$ cat src/logic/nsr_pkg.sv
// Package: register map, field layout and reset values of the flash status block
package nsr_pkg;

  // ----------------------------------------------------------------
  // Register byte addresses
  // ----------------------------------------------------------------
  localparam logic [31:0] ADDR_OP_STATUS = 32'h4E000020;
  localparam logic [31:0] ADDR_ECC_LOW   = 32'h4E000024;
  localparam logic [31:0] ADDR_ECC_HIGH  = 32'h4E000028;
  localparam logic [31:0] ADDR_MPAR_LOW  = 32'h4E00002C;
  localparam logic [31:0] ADDR_MPAR_HIGH = 32'h4E000030;
  localparam logic [31:0] ADDR_SPAR      = 32'h4E000034;
  localparam logic [31:0] ADDR_CONTROL   = 32'h4E000040;
  localparam logic [31:0] ADDR_IRQ_MASK  = 32'h4E000044;

  // ----------------------------------------------------------------
  // Field positions
  // ----------------------------------------------------------------
  localparam int ST_READY     = 0;
  localparam int ST_CS_N      = 1;
  localparam int ST_EDGE      = 2;
  localparam int ST_VIOL      = 3;
  localparam int CT_CS_N      = 1;
  localparam int CT_MAIN_FRZ  = 5;
  localparam int CT_SPARE_FRZ = 6;
  localparam int CT_EDGE_SEL  = 8;
  localparam int CT_SOFT_LOCK = 12;
  localparam int CT_TIGHT     = 13;
  localparam int SPAR_W       = 16;

  // ----------------------------------------------------------------
  // Reset values and writable masks
  // ----------------------------------------------------------------
  localparam logic [15:0] CONTROL_RESET  = 16'h0002;
  localparam logic [15:0] CONTROL_WMASK  = 16'h3162;
  localparam logic [15:0] IRQ_MASK_RESET = 16'h0000;
  localparam logic [15:0] IRQ_MASK_WMASK = 16'h000C;
  localparam logic [1:0]  STICKY_RESET   = 2'h0;
  localparam logic [31:0] ECC_RESET      = 32'h00000000;
  localparam logic [31:0] ECC_WMASK      = 32'h01FFFFFF;
  localparam logic [31:0] PARITY_RESET   = 32'h00000000;
  localparam logic        PIN_HIGH_RESET = 1'h1;

  // ----------------------------------------------------------------
  // Types
  // ----------------------------------------------------------------
  typedef enum logic [1:0] {
    KIND_NONE,
    KIND_SINGLE,
    KIND_MULTI,
    KIND_ECC_AREA
  } nsr_kind_t;

  typedef struct packed {
    logic [6:0]  reserved;
    logic [3:0]  spare_err_index;
    logic [2:0]  spare_err_bit;
    logic [10:0] main_err_index;
    logic [2:0]  main_err_bit;
    nsr_kind_t   spare_err_kind;
    nsr_kind_t   main_err_kind;
  } nsr_ecc_status_t;

endpackage : nsr_pkg

$ cat src/logic/nsr_lane_if.sv
// Interface: one byte lane's ECC results, software writes and parity words
`timescale 1ns/1ps
interface nsr_lane_if;
  import nsr_pkg::*;
  logic              check_done;
  nsr_ecc_status_t   check_result;
  logic              sw_write;
  logic [31:0]       sw_wdata;
  nsr_ecc_status_t   status;
  logic              main_load;
  logic [31:0]       main_in;
  logic [31:0]       main_parity;
  logic              spare_load;
  logic [SPAR_W-1:0] spare_in;
  logic [SPAR_W-1:0] spare_parity;

  modport ctrl (output check_done, check_result, sw_write, sw_wdata, main_load, main_in,
                spare_load, spare_in, input status, main_parity, spare_parity);
  modport lane (input check_done, check_result, sw_write, sw_wdata, main_load, main_in,
                spare_load, spare_in, output status, main_parity, spare_parity);
endinterface : nsr_lane_if

$ cat src/logic/nsr_ecc_lane.sv
// One byte lane: ECC status register and captured main and spare parity
`timescale 1ns/1ps
module nsr_ecc_lane (
  input wire logic clock,
  input wire logic rst,
  nsr_lane_if.lane port
);
  import nsr_pkg::*;

  nsr_ecc_status_t   next_status;
  logic [31:0]       next_main;
  logic [SPAR_W-1:0] next_spare;

  always_comb begin
    next_status = port.status;
    // Engine result wins over a software write in the same cycle
    if (port.check_done) begin
      next_status = nsr_ecc_status_t'(port.check_result & ECC_WMASK);
    end else if (port.sw_write) begin
      next_status = nsr_ecc_status_t'(port.sw_wdata & ECC_WMASK);
    end
    next_main  = port.main_load ? port.main_in : port.main_parity;
    next_spare = port.spare_load ? port.spare_in : port.spare_parity;
  end

  always_ff @(posedge clock or posedge rst) begin
    if (rst) begin
      port.status       <= nsr_ecc_status_t'(ECC_RESET);
      port.main_parity  <= PARITY_RESET;
      port.spare_parity <= PARITY_RESET[SPAR_W-1:0];
    end else begin
      port.status       <= next_status;
      port.main_parity  <= next_main;
      port.spare_parity <= next_spare;
    end
  end

  a_result_capture: assert property (@(posedge clock) disable iff (rst)
    port.check_done |=> port.status.main_err_index == $past(port.check_result.main_err_index)
      && port.status.spare_err_index == $past(port.check_result.spare_err_index))
    else $error("ECC location not captured");

  a_main_hold: assert property (@(posedge clock) disable iff (rst)
    !port.main_load [*2] |-> $stable(port.main_parity))
    else $error("main parity changed while not loading");

  a_spare_load: assert property (@(posedge clock) disable iff (rst)
    port.spare_load |=> port.spare_parity == $past(port.spare_in))
    else $error("spare parity not captured");

endmodule : nsr_ecc_lane

$ cat src/logic/nsr_ready_sync.sv
// Ready/busy pin synchroniser, level filter and selectable edge detector
`timescale 1ns/1ps
module nsr_ready_sync (
  input  wire logic clock,
  input  wire logic rst,
  input  wire logic pin_async,
  input  wire logic edge_select,
  output logic      level,
  output logic      edge_pulse
);
  import nsr_pkg::*;

  logic sync1;
  logic sync2;
  logic sync3;
  logic next_level;
  logic agree;

  always_comb begin
    agree      = (sync2 == sync3);
    next_level = agree ? sync3 : level;
    // Select 0 catches low-to-high, select 1 high-to-low
    edge_pulse = agree && (sync3 != level) && (sync3 == !edge_select);
  end

  always_ff @(posedge clock or posedge rst) begin
    if (rst) begin
      sync1 <= PIN_HIGH_RESET;
      sync2 <= PIN_HIGH_RESET;
      sync3 <= PIN_HIGH_RESET;
      level <= PIN_HIGH_RESET;
    end else begin
      sync1 <= pin_async;
      sync2 <= sync1;
      sync3 <= sync2;
      level <= next_level;
    end
  end

  a_level_filtered: assert property (@(posedge clock) disable iff (rst)
    $changed(level) |-> $past(sync2) == $past(sync3) && level == $past(sync3))
    else $error("ready level moved without agreeing samples");

  a_edge_direction: assert property (@(posedge clock) disable iff (rst)
    edge_pulse |=> level == !$past(edge_select) && $past(level) == $past(edge_select))
    else $error("edge pulse for the wrong transition");

endmodule : nsr_ready_sync

$ cat src/logic/nsr_top.sv
// Flash status and ECC report block: register slave, flags, interrupt, lanes
//
// Strobed register access was chosen for this implementation.
`timescale 1ns/1ps
module nsr_top (
  input  wire logic                           clock,
  input  wire logic                           rst,
  // Register port
  input  wire logic [31:0]                    bus_addr,
  input  wire logic [31:0]                    bus_wdata,
  input  wire logic                           bus_write,
  input  wire logic                           bus_read,
  output logic      [31:0]                    bus_rdata,
  output logic                                irq,
  // Flash pins
  input  wire logic                           ready_busy_pin,
  output logic                                chip_select_n,
  // Sequencer and lock logic
  input  wire logic                           prog_erase_attempt,
  input  wire logic                           target_protected,
  output logic                                soft_lock,
  output logic                                lock_tight,
  // ECC engine
  input  wire logic                           ecc_check_done,
  input  wire nsr_pkg::nsr_ecc_status_t [1:0] ecc_check_result,
  input  wire logic                           main_code_active,
  input  wire logic [1:0][31:0]               main_parity_in,
  input  wire logic                           spare_code_active,
  input  wire logic [1:0][15:0]               spare_parity_in,
  output logic                                main_code_freeze,
  output logic                                spare_code_freeze
);
  import nsr_pkg::*;

  // ----------------------------------------------------------------
  // Declarations
  // ----------------------------------------------------------------
  logic [15:0]           control;
  logic [15:0]           next_control;
  logic [15:0]           irq_mask;
  logic [15:0]           next_irq_mask;
  logic                  ready_edge_seen;
  logic                  next_edge_seen;
  logic                  locked_write_violation;
  logic                  next_violation;
  logic [31:0]           next_rdata;
  logic                  ready_level;
  logic                  ready_edge;
  logic                  ready_edge_select;
  logic                  wr_status;
  logic                  lock_on;
  logic                  violation_event;
  logic [15:0]           status_word;
  nsr_ecc_status_t [1:0] lane_status;
  logic [1:0][31:0]      lane_main;
  logic [1:0][15:0]      lane_spare;

  // ----------------------------------------------------------------
  // Control bits
  // ----------------------------------------------------------------
  assign chip_select_n     = control[CT_CS_N];
  assign main_code_freeze  = control[CT_MAIN_FRZ];
  assign spare_code_freeze = control[CT_SPARE_FRZ];
  assign ready_edge_select = control[CT_EDGE_SEL];
  assign soft_lock         = control[CT_SOFT_LOCK];
  assign lock_tight        = control[CT_TIGHT];

  always_comb begin
    next_control  = control;
    next_irq_mask = irq_mask;
    if (bus_write && bus_addr == ADDR_CONTROL) begin
      next_control = bus_wdata[15:0] & CONTROL_WMASK;
      // Lock-tight can only be released by reset
      next_control[CT_TIGHT] = bus_wdata[CT_TIGHT] | control[CT_TIGHT];
    end
    if (bus_write && bus_addr == ADDR_IRQ_MASK) begin
      next_irq_mask = bus_wdata[15:0] & IRQ_MASK_WMASK;
    end
  end

  always_ff @(posedge clock or posedge rst) begin
    if (rst) begin
      control  <= CONTROL_RESET;
      irq_mask <= IRQ_MASK_RESET;
    end else begin
      control  <= next_control;
      irq_mask <= next_irq_mask;
    end
  end

  // ----------------------------------------------------------------
  // Ready/busy synchroniser
  // ----------------------------------------------------------------
  nsr_ready_sync u_ready (
    .clock       (clock),
    .rst         (rst),
    .pin_async   (ready_busy_pin),
    .edge_select (ready_edge_select),
    .level       (ready_level),
    .edge_pulse  (ready_edge)
  );

  // ----------------------------------------------------------------
  // Sticky event flags
  // ----------------------------------------------------------------
  assign wr_status       = bus_write && bus_addr == ADDR_OP_STATUS;
  assign lock_on         = soft_lock || lock_tight;
  assign violation_event = prog_erase_attempt && target_protected && lock_on;

  always_comb begin
    next_edge_seen = ready_edge_seen;
    next_violation = locked_write_violation;
    // Writing one clears; a new event in the same cycle keeps the flag set
    if (wr_status && bus_wdata[ST_EDGE]) begin
      next_edge_seen = 1'b0;
    end
    if (wr_status && bus_wdata[ST_VIOL]) begin
      next_violation = 1'b0;
    end
    if (ready_edge) begin
      next_edge_seen = 1'b1;
    end
    if (violation_event) begin
      next_violation = 1'b1;
    end
  end

  always_ff @(posedge clock or posedge rst) begin
    if (rst) begin
      ready_edge_seen        <= STICKY_RESET[0];
      locked_write_violation <= STICKY_RESET[1];
    end else begin
      ready_edge_seen        <= next_edge_seen;
      locked_write_violation <= next_violation;
    end
  end

  // Level interrupt while an unmasked flag is set
  assign irq = (ready_edge_seen && irq_mask[ST_EDGE])
            || (locked_write_violation && irq_mask[ST_VIOL]);

  // ----------------------------------------------------------------
  // ECC lanes: index 0 is I/O[7:0], index 1 is I/O[15:8]
  // ----------------------------------------------------------------
  nsr_lane_if lane_bus [2] ();

  for (genvar g = 0; g < 2; g++) begin : g_lane
    assign lane_bus[g].check_done   = ecc_check_done;
    assign lane_bus[g].check_result = ecc_check_result[g];
    assign lane_bus[g].sw_write     =
      bus_write && bus_addr == (g == 0 ? ADDR_ECC_LOW : ADDR_ECC_HIGH);
    assign lane_bus[g].sw_wdata     = bus_wdata;
    assign lane_bus[g].main_load    = main_code_active && !main_code_freeze;
    assign lane_bus[g].main_in      = main_parity_in[g];
    assign lane_bus[g].spare_load   = spare_code_active && !spare_code_freeze;
    assign lane_bus[g].spare_in     = spare_parity_in[g];
    assign lane_status[g]           = lane_bus[g].status;
    assign lane_main[g]             = lane_bus[g].main_parity;
    assign lane_spare[g]            = lane_bus[g].spare_parity;

    nsr_ecc_lane u_lane (
      .clock (clock),
      .rst   (rst),
      .port  (lane_bus[g])
    );
  end

  // ----------------------------------------------------------------
  // Read decode
  // ----------------------------------------------------------------
  always_comb begin
    status_word           = 16'h0000;
    status_word[ST_READY] = ready_level;
    status_word[ST_CS_N]  = chip_select_n;
    status_word[ST_EDGE]  = ready_edge_seen;
    status_word[ST_VIOL]  = locked_write_violation;
  end

  always_comb begin
    next_rdata = 32'h00000000;
    if (!bus_read) begin
      next_rdata = 32'h00000000;
    end else if (bus_addr == ADDR_OP_STATUS) begin
      next_rdata = {16'h0000, status_word};
    end else if (bus_addr == ADDR_ECC_LOW) begin
      next_rdata = lane_status[0];
    end else if (bus_addr == ADDR_ECC_HIGH) begin
      next_rdata = lane_status[1];
    end else if (bus_addr == ADDR_MPAR_LOW) begin
      next_rdata = lane_main[0];
    end else if (bus_addr == ADDR_MPAR_HIGH) begin
      next_rdata = lane_main[1];
    end else if (bus_addr == ADDR_SPAR) begin
      next_rdata = {lane_spare[1], lane_spare[0]};
    end else if (bus_addr == ADDR_CONTROL) begin
      next_rdata = {16'h0000, control};
    end else if (bus_addr == ADDR_IRQ_MASK) begin
      next_rdata = {16'h0000, irq_mask};
    end
  end

  always_ff @(posedge clock or posedge rst) begin
    if (rst) begin
      bus_rdata <= 32'h00000000;
    end else begin
      bus_rdata <= next_rdata;
    end
  end

  // ----------------------------------------------------------------
  // Checks
  // ----------------------------------------------------------------
  a_violation_sets: assert property (@(posedge clock) disable iff (rst)
    prog_erase_attempt && target_protected && (soft_lock || lock_tight)
      |=> locked_write_violation ##1 (locked_write_violation || $past(wr_status)))
    else $error("locked write did not set the violation flag");

  a_no_false_viol: assert property (@(posedge clock) disable iff (rst)
    !locked_write_violation && !(prog_erase_attempt && target_protected)
      |=> !locked_write_violation)
    else $error("violation flag set without a protected attempt");

  a_edge_sets_flag: assert property (@(posedge clock) disable iff (rst)
    ready_edge |=> ready_edge_seen ##0 (irq || !irq_mask[ST_EDGE]))
    else $error("ready edge did not set the flag or interrupt");

  a_flag_holds: assert property (@(posedge clock) disable iff (rst)
    ready_edge_seen && !(wr_status && bus_wdata[ST_EDGE]) |=> ready_edge_seen)
    else $error("ready edge flag dropped without a write of one");

  a_flag_clears: assert property (@(posedge clock) disable iff (rst)
    wr_status && bus_wdata[ST_EDGE] && !ready_edge |=> !ready_edge_seen)
    else $error("write of one did not clear the ready edge flag");

  a_cs_status_read: assert property (@(posedge clock) disable iff (rst)
    bus_read && bus_addr == ADDR_OP_STATUS
      |=> bus_rdata[ST_CS_N] == $past(chip_select_n) && bus_rdata[ST_READY] == $past(ready_level))
    else $error("status read shows wrong pin levels");

  a_ready_reflects: assert property (@(posedge clock) disable iff (rst)
    $rose(ready_level) |-> $past(ready_busy_pin, 3) || $past(ready_busy_pin, 4))
    else $error("ready level rose without the pin being high");

  a_ecc_high_read: assert property (@(posedge clock) disable iff (rst)
    bus_read && bus_addr == ADDR_ECC_HIGH |=> bus_rdata == $past(lane_status[1]))
    else $error("high lane ECC status read back wrong");

  a_kind_capture: assert property (@(posedge clock) disable iff (rst)
    ecc_check_done ##1 bus_read && bus_addr == ADDR_ECC_LOW && !ecc_check_done
      |=> bus_rdata[3:0] == {$past(ecc_check_result[0].spare_err_kind, 2),
                             $past(ecc_check_result[0].main_err_kind, 2)})
    else $error("error kinds not reported as delivered");

  a_spare_loc: assert property (@(posedge clock) disable iff (rst)
    ecc_check_done |=> lane_status[1].spare_err_bit == $past(ecc_check_result[1].spare_err_bit))
    else $error("spare bit location not captured");

  a_rdata_one_cycle: assert property (@(posedge clock) disable iff (rst)
    !bus_read |=> bus_rdata == 32'h00000000)
    else $error("read data stands outside its cycle");

endmodule : nsr_top

$ cat config.mk
export PLATFORM = sky130hd
export DESIGN_NAME = nsr_top
export DESIGN_NICKNAME = d
export VERILOG_FILES = /design/src/logic/nsr_pkg.sv /design/src/logic/nsr_lane_if.sv /design/src/logic/nsr_ecc_lane.sv /design/src/logic/nsr_ready_sync.sv /design/src/logic/nsr_top.sv
export SDC_FILE = /design/constraint.sdc
export NUM_CORES = 1
export LEC_CHECK = 0
export BUFFER_PORTS_ARGS = -buffer_cell sky130_fd_sc_hd__buf_2
export CAP_MARGIN = 30
export CORE_AREA = 2 2 136 151
export CTS_CLUSTER_SIZE = 16
export DETAILED_ROUTE_END_ITERATION = 8
export DIE_AREA = 0 0 138 153
export PLACE_DENSITY = 0.7
export SETUP_SLACK_MARGIN = 0.1
export SYNTH_ARGS = -nofsm -noshare
export SYNTH_HDL_FRONTEND = slang
export SYNTH_SLANG_ARGS = --single-unit
$ cat constraint.sdc
create_clock -name clock -period 6.3 [get_ports clock]
set_input_delay 0.63 -clock clock [delete_from_list [all_inputs] [get_ports clock]]
set_output_delay 0.63 -clock clock [all_outputs]
set_load 0.1 [all_outputs]
# Word-level counts from Yosys, hierarchy flattened
# Cells that the tools add are included.
word_totals:
  out_inout_bits: 38
  wordCells: 80
  regBits: 206
  input_bits: 234
op_classes:
  muxes: 17
  eq_ne: 11
  n_reduce_logical: 24
  n_bitwise: 1
op_table:
  columns: ["op", "count"]
  rows:
  - ["two-way mux 32 bit", 11]
  - ["== test 32 x 31 -> 1 bit, second input constant", 8]
  - ["logical AND 1 bit", 15]
  - ["two-way mux 14 bit", 1]
  - ["nonzero test 2 bit", 4]
  - ["two-way mux 1 bit", 4]
  - ["two-way mux 4 bit", 1]
  - ["logical NOT 1 bit", 3]
  - ["== test 1 bit", 2]
  - ["logical OR 1 bit", 2]
  - ["!= test 1 bit", 1]
  - ["bitwise OR 1 bit", 1]

# Longest topological paths before layout
# Gate-level depths: netlist of the first run.
logic_depth:
  depth_word: 10
  ltp_mapped: 8
  ltp_nobuf: 6

# By module
# From an unflattened synthesis of the first run, not the netlist that was laid out.
unflattened:
  cells_unflattened: 725
  area_unflattened_um2: 9218.8
modules_own_cells:
  columns: ["module", "n_inst", "area_per_inst_um2", "cells_each", "seq_area_each_um2"]
  rows:
  - ["nsr_ecc_lane", 2, 3221.8, 219, 1826.8]
  - ["nsr_top", 1, 2628.8, 278, 1052.3]
  - ["nsr_ready_sync", 1, 146.4, 9, 105.1]

# Worst setup path before layout of the first run
# No wires, ideal clock.
synth_timing:
  path_kind: "input-to-reg"
  startpoint: "in bus_addr[28]"
  endpoint: "reg bus_rdata[21]"
  path_slack_ns: 3.863
  setup_ns: 0.118
  t_required_ns: 6.182
  n_path_buf: 1
  arrival_ns: 2.319
  stages: 7
  cell_sequence: "nor4b_2 nand4_2 or4_4 or2b_4 buf_6 a211oi_1 a21o_1"
synth_between:
  elab_chain_cells: 8
  elab_cells_between_ends: 13
  cone_classes: "eq/ne (6); mux (7)"
synth_rtl:
  columns: ["element", "line_no", "text"]
  rows:
  - ["start, declared", "nsr_top.sv:9", "input wire logic [31:0] bus_addr,"]
  - ["== test 32 x 31 -> 1 bit", "nsr_top.sv:193", "end else if (bus_addr == ADDR_SPAR) begin"]
  - ["two-way mux 32 bit", "nsr_top.sv:193", null]
  - ["two-way mux 32 bit", "nsr_top.sv:191", "end else if (bus_addr == ADDR_MPAR_HIGH) begin"]
  - ["two-way mux 32 bit", "nsr_top.sv:189", "end else if (bus_addr == ADDR_MPAR_LOW) begin"]
  - ["two-way mux 32 bit", "nsr_top.sv:187", "end else if (bus_addr == ADDR_ECC_HIGH) begin"]
  - ["two-way mux 32 bit", "nsr_top.sv:185", "end else if (bus_addr == ADDR_ECC_LOW) begin"]
  - ["two-way mux 32 bit *", "nsr_top.sv:183", "end else if (bus_addr == ADDR_OP_STATUS) begin"]
  - ["two-way mux 32 bit *", "nsr_top.sv:181", "if (!bus_read) begin"]
  - ["via next_rdata[21]", "nsr_top.sv:46", "logic [31:0] next_rdata;"]
  - ["end signal, assigned", "nsr_top.sv:206", "bus_rdata <= next_rdata;"]
  - ["end, declared", "nsr_top.sv:13", "output logic [31:0] bus_rdata,"]
# The timed path passes the listed nets; every way through them passes the cells marked *.
# A chain may end at the register's enable or synchronous reset.

# Final worst setup path of the first run
layout_timing:
  startpoint: "in bus_addr[11]"
  endpoint: "reg bus_rdata[15]"
# The elaborated chain is that of the path after synthesis.

==> metrics.csv, run 1 <==
stage,metric,value,unit
status,outcome,completed,
pwr,ir_drop,181.4,µV
sta,setup_viol,0,
sta,rsz0062_at_grt,no,
cells_and_area,drive_gt1_frac,0.4578,
clock_network,cts.sinks,192,
pwr,power,2.669,mW
cells_and_area,instances_no_fill,1193,
placement,post_dp_cell_area,10090,µm²
sta,fin_hold_ws,0.09501,ns
synthesis,ys_types,57,
sta,fin_skew,0.01240,ns
pwr,combPwrFrac,0.094,
pwr,pwr-share-seq,0.515,
global_route,overflow,0,
sta,drv_slew,0,
synthesis,yosys.area.top_type,dfrtp_1,
detailed_routing,wl_per_cell,19.60,µm
synthesis,seq_area_frac_synth,0.5567,
placement,place_ws,2.890,ns
detailed_routing,firstDrtPassIters,6,
sta,finalWorstSetupSlack,3.320,ns
sta,post-route-period-util,0.4730,
detailed_routing,via_count,6538,
cells_and_area,nNetsFinal,1158,
die,die_x,138,µm
detailed_routing,vias_per_cell,5.480,
setup_path,rr_worst_depth,3,
synthesis,ys_warn_count,0,
placement,dp.cells,1154,
cells_and_area,fill_cells,1736,
setup_path,crit_type,in2reg,
detailed_routing,totalWireLength,23380,µm
synthesis,syn-instance-count,689,
cells_and_area,area_growth,23.99,%
synthesis,synth-seq-cells,192,
die,initial_core_util,0.4411,
pwr,p_sw_frac,0.2562,
setup_path,r2r-start,control[5],
clock_network,holdBufCountCts,0,
setup_path,endpoint_kind,flip-flop,
clock_network,cts-resized-gates,0,
cells_and_area,fin_util,0.5469,
sta,slew_headroom,0.3699,
clock_network,clk_path_buf_depth,2,
pwr,leakage,5.457,nW
clock_network,clk_pin_slew,0.07,ns
placement,gp_congestion,0.8364,
global_route,grt_first_pass_wirelength,37140,µm
synthesis,synth_common_cells,"187 x dfrtp_1, 102 x mux2_2, 67 x nand2_1",
global_route,grt_max_degree,135,
global_route,first_global_vias,6650,
global_route,antenna_found_initial,8,
synthesis,ys_async_sr_fraction,1.000,
pwr,clockPowerShare,0.391,
die,die_h,153,µm
worst_hold_path,worstHoldPathType,in2async,
sta,fmax,0.3356,GHz
setup_path,critPathArrivalTime,3.35,ns
cells_and_area,fin_area,10720,µm²
run,maxCapViolations,0,
clock_network,cts_tree,yes,
sta,hold_viol_final,0,
die,ios,272,
clock_network,cts_buffers,17,
synthesis,syn_area,8642,µm²
synthesis,synth_edf_count,0,
sta,tightestPinTransition,0.9452,ns
synthesis,synth.top_cell.area_share,0.5415,
pwr,p_sw,0.6837,mW
placement,dpl.hpwl,15940,µm
setup_path,critPathMaxFanout,35,
setup_path,rrSetupSlack,4.42,ns
clock_network,clkLatencyLatePin,0.43,ns
global_route,grt_use_total,0.2262,
synthesis,synth_area_leaders,"dfrtp_1 54%, mux2_2 13%, mux2i_1 5.8%",
pwr,p_int,1.985,mW
sta,tns,0,ns
setup_path,start_kind,primary input,
die,core,19590,µm²
setup_path,reg2reg_to,g_lane[1].u_lane.port.main_parity[18],
synthesis,synth-main-ff-cell,dfrtp_1,
detailed_routing,drc,0,
cells_and_area,regArea,4811,µm²
synthesis,synth_most_common_cell,dfrtp_1,
sta,min_period,2.980,ns
placement,numPortBuffers,250,
detailed_routing,drtIter0Drc,447,
die,die_area,21110,µm²
pwr,pwr_density_cell,249.1,nW/µm²
synthesis,synth_fp_nets,923,
clock_network,postCtsSetupBuffers,0,
cells_and_area,multi_input_comb_area,3611,µm²
detailed_routing,drt.antenna.violating_nets,0,
die,rows,54,
setup_path,required,6.67,ns
clock_network,cts_root_buf,clkbuf_16,
synthesis,avgSynthCellArea,12.54,µm²
clock_network,htreeDepth,4,
-- layer usage --
layer / GRT usage / routed length, µm / up-vias
li1: - / - / 3044
met1: 0.3117 / 10060 / 3201
met2: 0.3430 / 10860 / 251
met3: 0.06830 / 1922 / 36
met4: 0.07726 / 502 / 6
met5: 0 / 33 / -
-- critical path, cell delays in order --
cell      delay, ns
buf_2          0.10
nor4_2         0.30
nand4_2        0.60
nor4_4         0.45
buf_4          0.46
a222oi_1       0.33
a211oi_1       0.32
a21o_1         0.11
-- kinds of logic (layout without fill, tap and decap cells) --
family | count (synthesis) | in the layout | share of synthesized area
and+or+nand+nor | 140 | 140 | 0.09859
buffers and inverters | 51 | 299 | 0.02722
DFF | 192 | 192 | 0.5567
adders and majority gates | 1 | 1 | 0.001158
AOI/OAI and AO/OA | 153 | 153 | 0.1255
muxes | 152 | 152 | 0.1908
other | 0 | 4 | 0
-- power by group through the flow --
stage | logic [mW] | clock network, mW | registers, mW
4_1_cts | 0.252 | 1.08 | 1.37
3_3_place_gp | 0.243 | 0 | 1.40
2_1_floorplan | 0.148 | 0 | 1.38
3_5_place_dp | 0.251 | 0 | 1.40
6_report | 0.250 | 1.04 | 1.38
5_1_grt | 0.280 | 1.12 | 1.39
-- sequential cells by signal (all words and copies together), names as in the netlist --
register	cells
g_lane.u_lane.port.main_parity	64
u_ready.level	1
locked_write_violation	1
bus_rdata	32
g_lane.u_lane.port.status	50
u_ready.sync1	1
u_ready.sync3	1
ready_edge_seen	1
g_lane.u_lane.port.spare_parity	32
control	6
irq_mask	2
u_ready.sync2	1
-- how the worst max path moves through the flow --
stage / cells past startpoint / from / slack, ns / to
global placement: 8 / bus_addr[11] / 2.90 / bus_rdata[15]
CTS: 8 / bus_addr[11] / 3.33 / bus_rdata[15]
finish: 8 / bus_addr[11] / 3.32 / bus_rdata[15]
floorplan: 1 / rst / 0.45 / bus_rdata[0]
global route: 7 / bus_addr[21] / 3.20 / g_lane[1].u_lane.port.status[20]
detailed placement: 8 / bus_addr[11] / 2.89 / bus_rdata[15]
-- layout by cell type, fill, tap and decap left out, types with 5 or more instances in the layout --
cell type  netlist  layout
nor2_1          26      26
clkbuf_16        0      17
buf_4            4       7
a211oi_1        18      18
a21oi_1          7       7
o21ai_0         31      31
buf_2           11     250
a222oi_1        27      27
o21ai_1         29      29
dfstp_2          5       5
a21o_1          16      16
mux2i_1         50      50
nand2_1         67      67
inv_1            6       5
dfrtp_1        187     187
mux2_2         102     102
-- area by class of cell --
type / instances / share of cell area
Sequential cell: 192 / 0.4490
Multi-Input combinational cell: 446 / 0.3370
Timing Repair Buffer: 261 / 0.1270
Clock buffer: 17 / 0.03970
Tap cell: 252 / 0.02943
Clock inverter: 15 / 0.01413
Inverter: 6 / 0.002802
Antenna cell: 4 / 0.0009341
Power figures use the tool's default switching activity.
==> run 2, diff against run 1 <==
- clock period: 6.3 -> 3 ns (I/O delays scaled with it)
==> run 2 against run 1 <==
Against the previous run:
- routed wire length is 2.8% higher
- critical path depth stayed put
- global-route usage rose by 0.23 points
- cell count increased by 1.2%
- combinational power increased by 110%
- power up 120%
- setup slack got worse by 2.4 ns
- highest routed layer unchanged
==> metrics.csv, run 2 (synthesis gave the netlist of run 1 again) <==
stage,metric,value,unit
setup_path,worstSetupStartpoint,bus_addr[17],
clock_network,cts.sinks,192,
die,rows,54,
clock_network,cts_tree,yes,
sta,hold_viol_final,0,
setup_path,critical_path.top_delay_family,simple AND/OR/NAND/NOR gates,
placement,gp_congestion,0.8238,
pwr,combPwrFrac,0.089,
clock_network,cts_buffers,17,
pwr,clockPowerShare,0.428,
run,maxCapViolations,0,
sta,min_period,2.122,ns
pwr,pwr_density_cell,546.7,nW/µm²
clock_network,htreeDepth,4,
global_route,antenna_found_initial,10,
clock_network,clkLatencyLatePin,0.42,ns
sta,tightestPinTransition,0.7760,ns
pwr,p_sw_frac,0.2350,
sta,drv_slew,0,
detailed_routing,via_count,6604,
die,initial_core_util,0.4411,
cells_and_area,top_register,g_lane.u_lane.port.main_parity,
clock_network,cts_root_buf,clkbuf_16,
sta,slew_headroom,0.4827,
global_route,grt_use_total,0.2285,
die,die_x,138,µm
detailed_routing,totalWireLength,24040,µm
detailed_routing,drt.antenna.violating_nets,0,
cells_and_area,fin_area,10950,µm²
placement,numPortBuffers,250,
placement,post_dp_cell_area,10240,µm²
global_route,grt_first_pass_wirelength,37760,µm
die,core,19590,µm²
global_route,grt_max_degree,81,
global_route,grt_use_met3,0.05326,
detailed_routing,drc,0,
cells_and_area,largest_reg_flops,64,
sta,finalWorstSetupSlack,0.8782,ns
clock_network,cts-resized-gates,0,
sta,tns,0,ns
cells_and_area,final_cell_mix,"250 x buf_2, 187 x dfrtp_1, 102 x mux2_2",
cells_and_area,fin_util,0.5589,
placement,dp.cells,1166,
sta,setup_viol,0,
setup_path,reg2reg_to,g_lane[1].u_lane.port.main_parity[1],
global_route,overflow,0,
status,outcome,completed,
detailed_routing,vias_per_cell,5.471,
setup_path,start_kind,primary input,
worst_hold_path,hold_start,ecc_check_result[10],
detailed_routing,drtIter0Drc,445,
worst_hold_path,worstHoldPathType,in2reg,
setup_path,endpoint_kind,flip-flop,
placement,dpl.hpwl,16730,µm
setup_path,r2r-start,control[5],
setup_path,cp_cell_sequence,buf_2 -> nor4_2 -> nand4_2 -> buf_4 -> nor3_4 -> nand3_4 -> mux2i_1 -> o21ai_0,
setup_path,crit_type,in2reg,
cells_and_area,top_regs,"g_lane.u_lane.port.main_parity (64), g_lane.u_lane.port.status (50)",
setup_path,crit_path_max_incr_delay,0.50,ns
sta,rsz0062_at_grt,no,
detailed_routing,firstDrtPassIters,5,
cells_and_area,area_growth,26.71,%
placement,place_ws,0.4725,ns
pwr,p_sw,1.407,mW
die,die_area,21110,µm²
die,die_h,153,µm
global_route,use_met1,0.3078,
clock_network,clk_pin_slew,0.07,ns
cells_and_area,instances_no_fill,1207,
setup_path,critPathMaxFanout,25,
worst_hold_path,holdPathEnd,g_lane[0].u_lane.port.status[10],
cells_and_area,fill_cells,1705,
worst_hold_path,whs_path_depth,3,
sta,fmax,0.4713,GHz
setup_path,critPathArrivalTime,2.41,ns
global_route,first_global_vias,6839,
pwr,ir_drop,356.5,µV
setup_path,required,3.29,ns
detailed_routing,wl_per_cell,19.92,µm
cells_and_area,drive_gt1_frac,0.4620,
pwr,pwr-share-seq,0.483,
cells_and_area,nNetsFinal,1169,
sta,fin_skew,0.009134,ns
pwr,leakage,5.556,nW
setup_path,rrSetupSlack,1.16,ns
global_route,grt.busiest_layer,met2,
setup_path,path_buf_inv,2,
pwr,p_int,4.580,mW
cells_and_area,final_common_cell,buf_2,
sta,post-route-period-util,0.7073,
global_route,use_met2,0.3619,
die,ios,272,
clock_network,clk_path_buf_depth,2,
clock_network,postCtsSetupBuffers,0,
setup_path,rr_worst_depth,3,
setup_path,crit_slowest_cell,nand3_4,
## run 2: cell types whose count changed in the layout (fill, tap and decap cells not counted)
cell,previous run,this run
buf_16,1,0
diode_2,4,7
inv_8,4,2
buf_12,1,6
clkinv_8,3,1
clkinv_2,2,0
bufinv_16,0,5
clkinvlp_4,2,3
buf_4,7,14
clkbuf_2,2,0
dlygate4sd3_1,0,2
## run 2: worst max-delay path by stage
stage | endpoint | depth (start not counted) | slack [ns]
finish | g_lane[0].u_lane.port.status[2] | 8 | 0.88
global route | g_lane[0].u_lane.port.status[10] | 8 | 0.73
global placement | g_lane[0].u_lane.port.status[9] | 8 | 0.52
CTS | g_lane[0].u_lane.port.status[2] | 8 | 0.87
floorplan | bus_rdata[0] | 1 | 0.23
detailed placement | g_lane[0].u_lane.port.status[19] | 8 | 0.47
## run 2: cell type report
class                   count  area (µm²)  share of cell area
flip-flops and latches    192        4811              0.4393
multi-input cells         446        3611              0.3298
repair buffers            272        1496              0.1367
clock buffers              17       425.4             0.03885
well taps                 252       315.3             0.02879
clock inverters            15       247.7             0.02262
inverters                   6       26.28            0.002399
diodes                      7       17.52            0.001600
## run 2: timing repair
item / CTS / global route
hold endpoints to repair: 5 / 0
hold buffers: 2 / 0
endpoints found under the setup margin: 0 / 0
## run 2: worst register-to-register path, cell delays in order, from the launching register on
cell     delay, ns
dfrtp_1       0.46
nor2b_4       0.59
buf_4         0.33
mux2_2        0.36
## run 2: power by group through the flow
stage | registers (mW) | logic [mW] | clock network (mW)
after detailed placement | 2.94 | 0.540 | 0
final | 2.89 | 0.536 | 2.56
after floorplan | 2.90 | 0.311 | 0
after CTS | 2.89 | 0.545 | 2.63
after global routing | 2.91 | 0.598 | 2.73
after global placement | 2.93 | 0.524 | 0
## run 2: stage by stage
stage	hold WS, ns	power (mW)
after global routing	0.07739	6.240
after detailed placement	0.2320	3.481
final	0.08482	5.987
after global placement	0.2397	3.455
after CTS	0.06582	6.060
after floorplan	0.3045	3.215
## run 2: metal layers
metal	wire length (µm)	up-vias	share of wire
met3	1584	40	0.066
met2	11410	231	0.47
met4	570	6	0.024
li1	-	3051	-
met5	41	-	0.0017
met1	10440	3276	0.43
